File: config.mk
export PLATFORM = sky130hd
export DESIGN_NAME = risc_operand_decoder
export DESIGN_NICKNAME = d
export VERILOG_FILES = /design/src/rtl/risc_dec_pkg.sv /design/src/rtl/risc_operand_decoder.sv /design/src/rtl/reg_field_map.sv
export SDC_FILE = /design/constraint.sdc
export NUM_CORES = 1
export LEC_CHECK = 0
export BUFFER_PORTS_ARGS = -buffer_cell sky130_fd_sc_hd__buf_2
export CORE_MARGIN = 1.5
export CORE_UTILIZATION = 47
export DETAILED_ROUTE_END_ITERATION = 8
export PLACE_DENSITY = 0.76
export SYNTH_ARGS = -nofsm -noshare
export SYNTH_HDL_FRONTEND = slang
export SYNTH_SLANG_ARGS = --single-unit
File: constraint.sdc
create_clock -name ref_clk -period 1.5 [get_ports ref_clk]
set_input_delay 0.3 -clock ref_clk [delete_from_list [all_inputs] [get_ports ref_clk]]
set_output_delay 0.3 -clock ref_clk [all_outputs]
set_load 0.02 [all_outputs]
File: src/rtl/risc_dec_pkg.sv
// Package: field layout, opcodes, mode codes and masks for the instruction decoder
package risc_dec_pkg;

    // ==========================================================
    // Instruction word fields
    // ==========================================================
    localparam int MODE_BIT = 15;   // Literal / register select
    localparam int OPC_HI = 14;     // Operation code field
    localparam int OPC_LO = 10;
    localparam int DST_HI = 9;      // Destination field
    localparam int DST_LO = 5;
    localparam int SRC_HI = 4;      // Source field
    localparam int SRC_LO = 0;

    // ==========================================================
    // Special field codes
    // ==========================================================
    localparam logic [4:0] CODE_LONG = 5'h1f;   // Long immediate / accumulator
    localparam logic [4:0] CODE_RSV = 5'h17;    // Reserved source, null destination
    localparam logic [4:0] ACC_SEL = 5'h14;     // Register file index of accumulator

    // ==========================================================
    // Operation codes
    // ==========================================================
    localparam logic [4:0] register_move_op = 5'h00;
    localparam logic [4:0] LOAD_GROUP_OP = 5'h01;
    localparam logic [4:0] STORE_GROUP_OP = 5'h02;
    localparam logic [4:0] CALL_OP = 5'h03;
    localparam logic [4:0] move_set_flags_op = 5'h04;
    localparam logic [4:0] port_input_op = 5'h05;
    localparam logic [4:0] port_output_op = 5'h06;
    localparam logic [4:0] SPARE_LOW_OP = 5'h07;
    localparam logic [4:0] ADD_OP = 5'h08;
    localparam logic [4:0] add_carry_op = 5'h09;
    localparam logic [4:0] byte_add_op = 5'h0a;
    localparam logic [4:0] unsigned_add_op = 5'h0b;
    localparam logic [4:0] SUBTRACT_OP = 5'h0c;
    localparam logic [4:0] subtract_borrow_op = 5'h0d;
    localparam logic [4:0] byte_subtract_op = 5'h0e;
    localparam logic [4:0] compare_op = 5'h0f;
    localparam logic [4:0] AND_OP = 5'h10;
    localparam logic [4:0] OR_OP = 5'h11;
    localparam logic [4:0] XOR_OP = 5'h12;
    localparam logic [4:0] NOT_OP = 5'h13;
    localparam logic [4:0] bit_clear_op = 5'h14;
    localparam logic [4:0] bit_set_op = 5'h15;
    localparam logic [4:0] bit_test_op = 5'h16;
    localparam logic [4:0] SPARE_HIGH_OP = 5'h17;
    localparam logic [4:0] logical_shift_op = 5'h18;
    localparam logic [4:0] arith_shift_op = 5'h19;
    localparam logic [4:0] cyclic_shift_op = 5'h1a;
    localparam logic [4:0] signed_multiply_op = 5'h1b;
    localparam logic [4:0] byte_move_op = 5'h1c;
    localparam logic [4:0] byte_swap_op = 5'h1d;
    localparam logic [4:0] signed_divide_op = 5'h1e;
    localparam logic [4:0] COND_FLOW_OP = 5'h1f;   // Jump (register) or branch (literal)

    // ==========================================================
    // Write masks for the register file
    // ==========================================================
    localparam logic [31:0] MASK_BYTE = 32'h0000_00ff;
    localparam logic [31:0] MASK_WORD = 32'h0000_ffff;
    localparam logic [31:0] MASK_LONG = 32'hffff_ffff;
    localparam logic [31:0] MASK_NONE = 32'h0000_0000;

    // ==========================================================
    // Enumerations
    // ==========================================================
    typedef enum logic [1:0] {
        ST_IDLE = 2'b00,   // Waiting for an opcode word
        ST_EXT = 2'b01,    // Waiting for the second word
        ST_SIZE = 2'b10    // Register file answered, size the operand
    } dec_state_t;

    typedef enum logic [2:0] {
        AM_REG = 3'b000,
        AM_LIT = 3'b001,
        AM_LONG = 3'b010,
        AM_REG_IND = 3'b011,
        AM_SP_IND = 3'b100,
        AM_ABS = 3'b101
    } addr_mode_t;

    typedef enum logic [1:0] {
        MV_NONE = 2'b00,
        MV_DATA = 2'b01,
        MV_INSTR = 2'b10,
        MV_STACK = 2'b11
    } mem_var_t;

endpackage

File: src/rtl/risc_operand_decoder.sv
// Instruction decoder: opcode, addressing form and operand sizing
`timescale 1ns/1ns
//
// Contract
// RULE1 - Register indirect only for load, store, input
// RULE2 - Field codes map registers; 10111, 11111 reserved
// RULE3 - Stack pointer indirect only for pop, push
// RULE4 - Absolute uses second word; load/store/in/out
// RULE5 - Literal to word destination sign-extends
// RULE6 - Long source to word keeps low half
// RULE7 - Equal widths pass unchanged
// RULE8 - Long destination sign-extends literal and word
// RULE9 - Byte instructions write eight bits only
// RULE10 - Opcode comes from bits 14 to 10
// RULE11 - Codes 0,1,3: move, load group, call
// RULE12 - Code 2 store group chosen by form
// RULE13 - Codes 4-6 flags move, input, output
// RULE14 - Codes 8-15 add through compare
// RULE15 - Codes 16-26 logic, bit, shift ops
// RULE16 - Codes 27-31 multiply through conditional flow
// RULE17 - Bit 15 selects literal or register
// RULE18 - Source 11111 means long immediate
// RULE19 - Spare opcodes, reserved codes flagged illegal
// RULE20 - Second word consumed, counter advanced
module risc_operand_decoder
    import risc_dec_pkg::*;
(
    // Clock and reset
    input wire logic ref_clk,
    input wire logic sys_rst,
    // Instruction words from fetch
    input wire logic [15:0] instr_word,
    input wire logic word_valid,
    output logic word_ready,
    output logic ic_advance,
    // Register file read data
    input wire logic [31:0] src_reg_value,
    input wire logic [15:0] stack_pointer_reg,
    // Register selects
    output logic [4:0] src_sel,
    output logic src_is_pair,
    output logic [4:0] dst_sel,
    output logic dst_is_pair,
    // Decoded instruction
    output logic dec_valid,
    output logic [4:0] op_code,
    output addr_mode_t addr_mode,
    output mem_var_t mem_variant,
    output logic [31:0] operand,
    output logic [15:0] mem_addr,
    output logic [31:0] write_mask,
    output logic illegal
);

    // ==========================================================
    // State
    // ==========================================================
    typedef struct packed {
        dec_state_t st;         // Sequencer state
        logic mbit;             // Literal select of the held word
        logic [4:0] opc;        // Held opcode
        logic [4:0] src_code;   // Held source field
        logic [4:0] dst_code;   // Held destination field
        logic [4:0] src_idx;    // Register file source select
        logic src_pair;
        logic src_rsv;
        logic [4:0] dst_idx;    // Register file destination select
        logic dst_pair;
        logic [15:0] imm;       // Second word
        logic ready;
        logic adv;              // One pulse per consumed word
        logic valid;
        logic bad;
        addr_mode_t am;
        mem_var_t mv;
        logic [31:0] opnd;
        logic [15:0] maddr;
        logic [31:0] wmask;
    } dec_regs_t;

    dec_regs_t q_r;   // Registered state
    dec_regs_t q_nxt; // Next state

    // Field maps of the incoming word
    logic [4:0] in_src_idx;
    logic in_src_pair;
    logic in_src_rsv;
    logic [4:0] in_dst_idx;
    logic in_dst_pair;

    reg_field_map u_src_map (
        .code(instr_word[SRC_HI:SRC_LO]),
        .is_dest(1'b0),
        .reg_idx(in_src_idx),
        .is_pair(in_src_pair),
        .reserved(in_src_rsv)
    );

    reg_field_map u_dst_map (
        .code(instr_word[DST_HI:DST_LO]),
        .is_dest(1'b1),
        .reg_idx(in_dst_idx),
        .is_pair(in_dst_pair),
        .reserved()
    );

    // Word handshake as seen on this edge
    logic take;
    assign take = word_valid && q_r.ready;

    // ==========================================================
    // Next-state logic
    // ==========================================================
    // Decoding waits for the register file answer, so every decode costs
    // one cycle after the last word; fetch sees that as ready going low.
    always_comb begin
        logic mem_op;
        logic [31:0] ext;
        logic dst_long;
        logic byte_op;
        mem_op = 1'b0;
        ext = 32'h0000_0000;
        dst_long = 1'b0;
        byte_op = 1'b0;
        q_nxt = q_r;
        q_nxt.adv = take;                                          // [RULE20]
        q_nxt.valid = 1'b0;
        case (q_r.st)
            ST_IDLE: begin
                if (take) begin
                    q_nxt.mbit = instr_word[MODE_BIT];             // [RULE17]
                    q_nxt.opc = instr_word[OPC_HI:OPC_LO];         // [RULE10]
                    q_nxt.src_code = instr_word[SRC_HI:SRC_LO];
                    q_nxt.dst_code = instr_word[DST_HI:DST_LO];
                    q_nxt.src_idx = in_src_idx;                    // [RULE2]
                    q_nxt.src_pair = in_src_pair;
                    q_nxt.src_rsv = in_src_rsv;
                    q_nxt.dst_idx = in_dst_idx;
                    q_nxt.dst_pair = in_dst_pair;
                    q_nxt.imm = 16'h0000;
                    // Register source 11111 always carries a second word
                    if (!instr_word[MODE_BIT]
                            && instr_word[SRC_HI:SRC_LO] == CODE_LONG) begin
                        q_nxt.st = ST_EXT;                         // [RULE18]
                    end else begin
                        q_nxt.st = ST_SIZE;
                        q_nxt.ready = 1'b0;
                    end
                end
            end
            ST_EXT: begin
                if (take) begin
                    q_nxt.imm = instr_word;                        // [RULE4]
                    q_nxt.st = ST_SIZE;
                    q_nxt.ready = 1'b0;
                end
            end
            ST_SIZE: begin
                mem_op = (q_r.opc == LOAD_GROUP_OP) || (q_r.opc == STORE_GROUP_OP);
                q_nxt.bad = (q_r.opc == SPARE_LOW_OP)
                    || (q_r.opc == SPARE_HIGH_OP);                 // [RULE19]
                q_nxt.mv = MV_NONE;
                q_nxt.maddr = 16'h0000;
                // Addressing form
                if (q_r.mbit) begin
                    q_nxt.am = AM_LIT;
                    ext = {{27{q_r.src_code[4]}}, q_r.src_code};   // [RULE5] [RULE8]
                    if (mem_op) begin
                        q_nxt.mv = MV_INSTR;                       // [RULE11] [RULE12]
                    end
                end else if (q_r.src_code == CODE_LONG) begin
                    if (mem_op || q_r.opc == port_input_op || q_r.opc == port_output_op) begin
                        q_nxt.am = AM_ABS;                         // [RULE4]
                        q_nxt.maddr = q_r.imm;
                        q_nxt.mv = mem_op ? MV_DATA : MV_NONE;
                    end else begin
                        q_nxt.am = AM_LONG;                        // [RULE18]
                        ext = {{16{q_r.imm[15]}}, q_r.imm};
                    end
                end else if (q_r.src_rsv) begin
                    q_nxt.am = AM_SP_IND;                          // [RULE3]
                    q_nxt.maddr = stack_pointer_reg;
                    q_nxt.mv = MV_STACK;                           // [RULE12]
                    q_nxt.bad = q_nxt.bad || !mem_op;              // [RULE19]
                end else if (mem_op || q_r.opc == port_input_op) begin
                    q_nxt.am = AM_REG_IND;                         // [RULE1]
                    q_nxt.maddr = src_reg_value[15:0];
                    q_nxt.mv = MV_DATA;
                end else begin
                    q_nxt.am = AM_REG;
                    // Pairs pass whole, single registers widen by sign
                    ext = q_r.src_pair ? src_reg_value
                        : {{16{src_reg_value[15]}}, src_reg_value[15:0]}; // [RULE7] [RULE8]
                end
                // Destination width and byte-only writes
                dst_long = q_r.dst_pair;
                byte_op = (q_r.opc == byte_add_op) || (q_r.opc == byte_subtract_op)
                    || (q_r.opc == byte_move_op);                  // [RULE14] [RULE16]
                q_nxt.opnd = dst_long ? ext : (ext & MASK_WORD);   // [RULE6] [RULE7]
                if (q_nxt.bad || q_r.dst_code == CODE_RSV) begin
                    q_nxt.wmask = MASK_NONE;                       // [RULE19]
                end else if (byte_op) begin
                    q_nxt.wmask = MASK_BYTE;                       // [RULE9]
                end else if (dst_long) begin
                    q_nxt.wmask = MASK_LONG;                       // [RULE8]
                end else begin
                    q_nxt.wmask = MASK_WORD;                       // [RULE5] [RULE6]
                end
                q_nxt.valid = 1'b1;
                q_nxt.ready = 1'b1;
                q_nxt.st = ST_IDLE;
            end
            default: begin
                q_nxt.st = ST_IDLE;
                q_nxt.ready = 1'b1;
            end
        endcase
    end

    // ==========================================================
    // State register
    // ==========================================================
    always_ff @(posedge ref_clk) begin
        if (sys_rst) begin
            q_r <= '0;
            q_r.st <= ST_IDLE;
            q_r.ready <= 1'b1;
        end else begin
            q_r <= q_nxt;
        end
    end

    // ==========================================================
    // Outputs, all straight from the state register
    // ==========================================================
    // Opcodes 0..31 are presented as is; the execution side keys on the
    // named codes in the package for move, load, store and the rest.
    assign word_ready = q_r.ready;
    assign ic_advance = q_r.adv;
    assign src_sel = q_r.src_idx;
    assign src_is_pair = q_r.src_pair;
    assign dst_sel = q_r.dst_idx;
    assign dst_is_pair = q_r.dst_pair;
    assign dec_valid = q_r.valid;
    assign op_code = q_r.opc;                                      // [RULE13] [RULE15]
    assign addr_mode = q_r.am;
    assign mem_variant = q_r.mv;
    assign operand = q_r.opnd;
    assign mem_addr = q_r.maddr;
    assign write_mask = q_r.wmask;
    assign illegal = q_r.bad;
endmodule

File: src/rtl/reg_field_map.sv
// Maps a 5-bit register field onto a register file index and pair flag
`timescale 1ns/1ns
module reg_field_map
    import risc_dec_pkg::*;
(
    // Field in
    input wire logic [4:0] code,
    input wire logic is_dest,
    // Mapping out
    output logic [4:0] reg_idx,
    output logic is_pair,
    output logic reserved
);

    // ==========================================================
    // Field decode
    // ==========================================================
    // Codes below 10000 are the sixteen single registers
    always_comb begin
        reg_idx = code;
        is_pair = 1'b0;
        reserved = 1'b0;
        if (!code[4]) begin
            reg_idx = code;
        end else begin
            case (code)
                5'h11: reg_idx = 5'h10;
                5'h13: reg_idx = 5'h11;
                5'h19: reg_idx = 5'h12;
                5'h1b: reg_idx = 5'h13;
                5'h15: begin              // XR16
                    reg_idx = 5'h10;
                    is_pair = 1'b1;
                end
                5'h1d: begin              // XR18
                    reg_idx = 5'h12;
                    is_pair = 1'b1;
                end
                5'h17: begin              // Reserved source, null destination
                    reg_idx = 5'h00;
                    reserved = ~is_dest;
                end
                5'h1f: begin              // Long immediate source, accumulator dest
                    reg_idx = is_dest ? ACC_SEL : 5'h00;
                    is_pair = is_dest;
                    reserved = ~is_dest;
                end
                default: begin            // Even pairs XR0..XR14
                    reg_idx = {1'b0, code[3:0]};
                    is_pair = 1'b1;
                end
            endcase
        end
    end

endmodule

; ---- Word level (Yosys, flattened, before mapping)
; Cells that the tools add are included.
[op_classes]
n_reduce_logical = 25
n_eq_ne = 32
muxes = 47
[op_table]
columns = op, count
row1 = $mux W32, 10
row2 = $eq A5 B5 Y1 const B, 20
row3 = $mux W87, 1
row4 = $mux W16, 5
row5 = $mux W48, 1
row6 = $pmux W16 S2, 1
row7 = $pmux W5 S6, 1
row8 = $mux W5, 5
row9 = $pmux W5 S5, 1
row10 = $mux W17, 1
row11 = $eq A5 B3 Y1 const B, 3
row12 = $mux W1, 14
row13 = $eq A5 B4 Y1 const B, 2
row14 = $reduce_or A2 Y1, 5
row15 = $logic_or A1 B1 Y1, 8
row16 = $mux W2, 4
row17 = $ne A2 B2 Y1 const B, 3
row18 = $reduce_and A3 Y1, 2
row19 = $reduce_or A6 Y1, 1
row20 = $eq A5 B1 Y1 const B, 1
row21 = $eq A5 B2 Y1 const B, 1
row22 = $reduce_or A5 Y1, 1
row23 = $pmux W2 S2, 1
row24 = $reduce_and A2 Y1, 2
row25 = 8 further kinds, 10
[totals]
regBits = 136

; ---- Depth between registers and ports, before layout
[logic_depth]
depth_word = 11
ltp_mapped = 7

; ---- Hierarchy
; Synthesis repeated with hierarchy kept, for this count alone.
[hier_totals]
hier_cells = 773
hier_area_um2 = 5894.4
[modules_own_cells]
columns = mod, n_inst, area_each_um2, cells_each
row1 = risc_operand_decoder, 1, 5706.7, 743
row2 = reg_field_map, 2, 93.8, 15

; ---- Worst setup path after synthesis
; Ideal clock, no wire load.
[synth_path]
kind = register to register
start = reg q_r, in the netlist op_code[3]
end = reg q_r, in the netlist operand[28]
setup_time_ps = 133
n_path_buf = 2
arrival_time_ps = 1436
t_required_ps = 1367
setup_slack_ps = -69
stages_incl_launch_ff = 7
synth_period_minus_slack_ps = 1569
path_cell_list = dfxtp_1 > or2_2 > o211a_1 > buf_6 > a21oi_4 > buf_6 > a311oi_1
[synth_between]
elab_chain_len = 8
[synth_lines]
columns = item, line_no
row1 = start: declaration, risc_operand_decoder.sv:81  ; dec_regs_t q_r;
row2 = start signal: assignment, risc_operand_decoder.sv:229  ; q_r <= q_nxt;
row3 = $eq A5 B1 Y1 / $eq A5 B2 Y1 (equally long branches), risc_operand_decoder.sv:159  ; mem_op = (q_r.opc == LOAD_GROUP_OP) || (q_r.opc == STORE_GROUP_OP);
row4 = $logic_or A1 B1 Y1, risc_operand_decoder.sv:159
row5 = $logic_or A1 B1 Y1, "risc_operand_decoder.sv:172, risc_operand_decoder.sv:185"
row6 = $mux W32 / $logic_or A1 B1 Y1 (equally long branches), "risc_operand_decoder.sv:185, risc_operand_decoder.sv:172"
row7 = $mux W32 (on tied branches), "risc_operand_decoder.sv:180, risc_operand_decoder.sv:172"
row8 = $mux W32 *, risc_operand_decoder.sv:171  ; end else if (q_r.src_code == CODE_LONG) begin
row9 = $mux W32 *, risc_operand_decoder.sv:165  ; if (q_r.mbit) begin
row10 = $mux W32 *, risc_operand_decoder.sv:199  ; q_nxt.opnd = dst_long ? ext : (ext & MASK_WORD);
; Mark *: on every way between the ends. The rest lies on a longest branch, timed or not.
; A chain may end at the register's enable or synchronous reset.

; ---- Worst setup path after layout
[layout_path]
start = reg q_r[124] in the netlist's numbering
end = reg q_r, in the netlist operand[6]
[layout_between]
elab_chain_len = 4
[layout_lines]
columns = item, line_no
row1 = $eq A5 B5 Y1, risc_operand_decoder.sv:171
row2 = $mux W32, risc_operand_decoder.sv:171
row3 = $mux W32, risc_operand_decoder.sv:165
row4 = $mux W32, risc_operand_decoder.sv:199
; No other way between the ends.

==> results.md <==
* Yosys warns at 0
* Pre-CTS setup slack at -32.4 ps
* Maximum clock rate at between 0.6 and 0.7 GHz
* Async S/R FF share, synth at 0%
* Syn Inst Count at 704
* Met2 Usage GRT at between 30 and 40%
* Max_cap viols at 0
* Status: finished, violations left
* LEAKAGE at 3.26 nW
* Most frequent cells in the layout: buf_2, nand2_1, dfxtp_1
* Most common library cell in the layout ignoring fill and taps: buf_2
* CTS tree: built
* Post-route antenna net violation count at 0
* Die height at 115 µm
* Max Clock Skew at 5.63 ps
* DRC at 0
* Seq/Total Area, Yosys at 36.2%
* Clk buf depth at 2
* Worst Min Path Start: instr_word[10]
* Initial antenna violation count at 0
* Detailed Route WL at 17.5 mm
* Via count at 5,513
* Flops & latches, synth at approximately 110
* Drt pass-1 iters at 5
* Final worst setup slack at -92.9 ps
* Fin. max-slew vios at 0
* Setup crit end kind: flip-flop
* Critical Path AT at 1840 ps
* Port-buffer cells at 172
* Tot GR Track Use at a little under a quarter
* WP buf/inv at 3
* Crit path from: q_r[124]$_SDFFE_PP0P_
* Vias in the first global route at 4,764
* Crit-path slowest cell: dfxtp_2
* Layout area overhead at 24.7%
* H-tree Lvls at 3
* Nets at 861
* Crit path cell chain: and3_4, buf_6, a21oi_4, buf_12, clkbuf_16, nand3_1, a221oi_1
* Slew margin rel. at 68.3%
* Grt met1 use at 32.3%
* Clk Latency, worst-skew pair at 350 ps
* Routed vias/inst at approximately 5.7
* Layout Utilization at about three fifths
* Required @ worst endpoint at 1750 ps
* Max IR drop VDD at roughly 0.00098 V
* Measured slew at the worst slew-check pin at 474 ps
* Setup violations, final at 35
* DR iter-0 viols at 585
* Num CTS Buffers at 9
* Violated checks: setup timing
* Antenna diodes at 0
* P_sw at about 2.0 mW
* Reg-to-reg startpoint: q_r[124]$_SDFFE_PP0P_
* DP Area at 0.00653 mm²
* Syn_nets at 771
* Type of origin of the critical path: flip-flop
* Busiest grt layer: met2
* Root buf cell: clkbuf_16
* Gr ovfl total at 0
* Die area at between 0.01 and 0.015 mm²
* Reg clk slew, reported paths at 70 ps
* Layout Cells excl Fill at 966
* Tcrit/Tclk final at 106%
* Share of layout cells above drive strength 1 at 42.0%
* Final Critical Period at 1590 ps
* Reg power frac at a little over two fifths
* Predominant post-synthesis flop cell: dfxtp_1
* Clock Sinks at 107
* First-pass GRT wire length at 24.7 mm
* Final Cell Area at 0.00737 mm²
* Max stage delay on crit path at 340 ps
* EDFF count, synth at 0
* Fillers at 1,035
* Sw frac at 27.0%
* Core area at between 0.01 and 0.015 mm²
* Synth cell types at 52
* GPL Wtd Cong at 0.939
* Initial core utilization at between 40% and 50%
* Number of I/O pins at about 170
* HP Class: in2reg
* Avg Cell Area, Syn at around 8.4 µm²
* Final hold slack at between 200 and 250 ps
* P per Cell Area at 979 mW/mm²
* Row cnt at 40
* Pin count of the biggest net entering global routing at 35
* DPL Wire Length at 11.7 mm
* Setup CP Type: reg2reg
* Post-Syn Area at a little under 0.006 mm²
* CP max FO at 8
* Placed insts at 940
* Design Power at 7.22 mW
* Power Internal at 5.26 mW
* RSZ-0062 raised after global routing: true
* Chip Width at 115 µm
* WL per Instance at 18.1 µm
* Final hold vios at 0
* Global Route met3 Usage at roughly 5.9%
* Crit-path leading delay family: compound AO/OA/AOI/OAI gates
* Combinational power share at 19.3%
* Clock share of power at between 30% and 40%
* Setup TNS at -1130 ps
synth_stat cells (2+ instances only):
cell type | instances | area, µm²
nand2_1 | 120 | 450
dfxtp_1 | 107 | 2140
buf_4 | 105 | 788
a21oi_1 | 67 | 335
nand3_1 | 43 | 215
buf_2 | 24 | 120
a221oi_1 | 22 | 193
clkbuf_1 | 22 | 82.6
a311oi_1 | 20 | 175
a21o_1 | 17 | 128
mux2_2 | 16 | 180
a2bb2oi_1 | 15 | 131
a32o_1 | 15 | 150
o21ai_0 | 13 | 65.1
a31o_2 | 11 | 96.3
nor2_1 | 9 | 33.8
inv_1 | 7 | 26.3
a221oi_2 | 6 | 90.1
nor3_1 | 5 | 25.0
a31o_1 | 4 | 35.0
nor2_2 | 4 | 25.0
o211a_1 | 4 | 40.0
buf_6 | 3 | 33.8
nand2b_1 | 3 | 18.8
nor2b_1 | 3 | 18.8
o211ai_1 | 3 | 22.5
o21a_1 | 3 | 22.5
a211o_1 | 2 | 17.5
a211oi_1 | 2 | 15.0
a21oi_4 | 2 | 32.5
a31oi_1 | 2 | 12.5
and2_1 | 2 | 12.5
and2b_1 | 2 | 15.0
nand3b_1 | 2 | 15.0
o21ai_1 | 2 | 10.0
power groups by stage:
stage	sequential (mW)	clock, mW	combinational, mW
4_1_cts	3.04	2.81	1.22
3_3_place_gp	3.10	0	1.21
2_1_floorplan	3.10	0	0.827
5_1_grt	3.07	2.92	1.48
6_report	3.06	2.77	1.39
3_5_place_dp	3.10	0	1.21
path summary, 6_finish.rpt:
| kind | endpoint | slack [ps] | depth (start not counted) |
|---|---|---|---|
| max reg2reg | operand[6]$_SDFFE_PP0P_ | -90 | 7 |
| min reg2reg | dst_sel[2]$_SDFFE_PP0P_ | 450 | 2 |
| min | op_code[0]$_SDFFE_PP0P_ | 210 | 3 |
| max | operand[6]$_SDFFE_PP0P_ | -90 | 7 |
sequential cells by signal, indices dropped and copies added, names as in the netlist, 2 cells and up:
signal	flops
addr_mode	3
dst_sel	5
mem_addr	16
mem_variant	2
op_code	5
operand	32
q_r	30
src_sel	5
write_mask	3
cell type report:
class                   count  area, µm²  area share, %
repair buffers            234       1650           22.4
inverters                   8       30.0          0.407
clock inverters             4       97.6           1.32
well taps                 168        210           2.85
multi-input cells         434       2970           40.3
clock buffers              11        253           3.43
flip-flops and latches    107       2150           29.2
kinds of logic after synthesis:
family                 Yosys count  share of synthesized area [%]
AO/OA/AOI/OAI                  213                           27.0
XOR/XNOR                         1                          0.148
buffers and inverters          163                           17.9
flip-flops                     107                           36.2
multiplexers                    17                           3.22
AND/OR/NAND/NOR                203                           15.5
timing repair:
action | CTS | global route
buffers inserted | 0 | 3
hold buffers | 0 | 0
pin swaps | 0 | 31
gates resized for setup | 9 | 46
endpoints found under the setup margin | 26 | 79
cloned | 0 | 8
worst min-delay path, delay by kind of cell:
family	cells	cell delay, ps
compound gates	1	50
buf+inv	1	110
simple gates	1	60
layer usage:
metal | vias up | share of wire (%)
met5 | - | 0
met4 | 0 | 3.3
met3 | 39 | 8.0
met2 | 271 | 47
met1 | 2582 | 42
li1 | 2621 | -
Note: power is estimated with default switching activity, not from simulation.
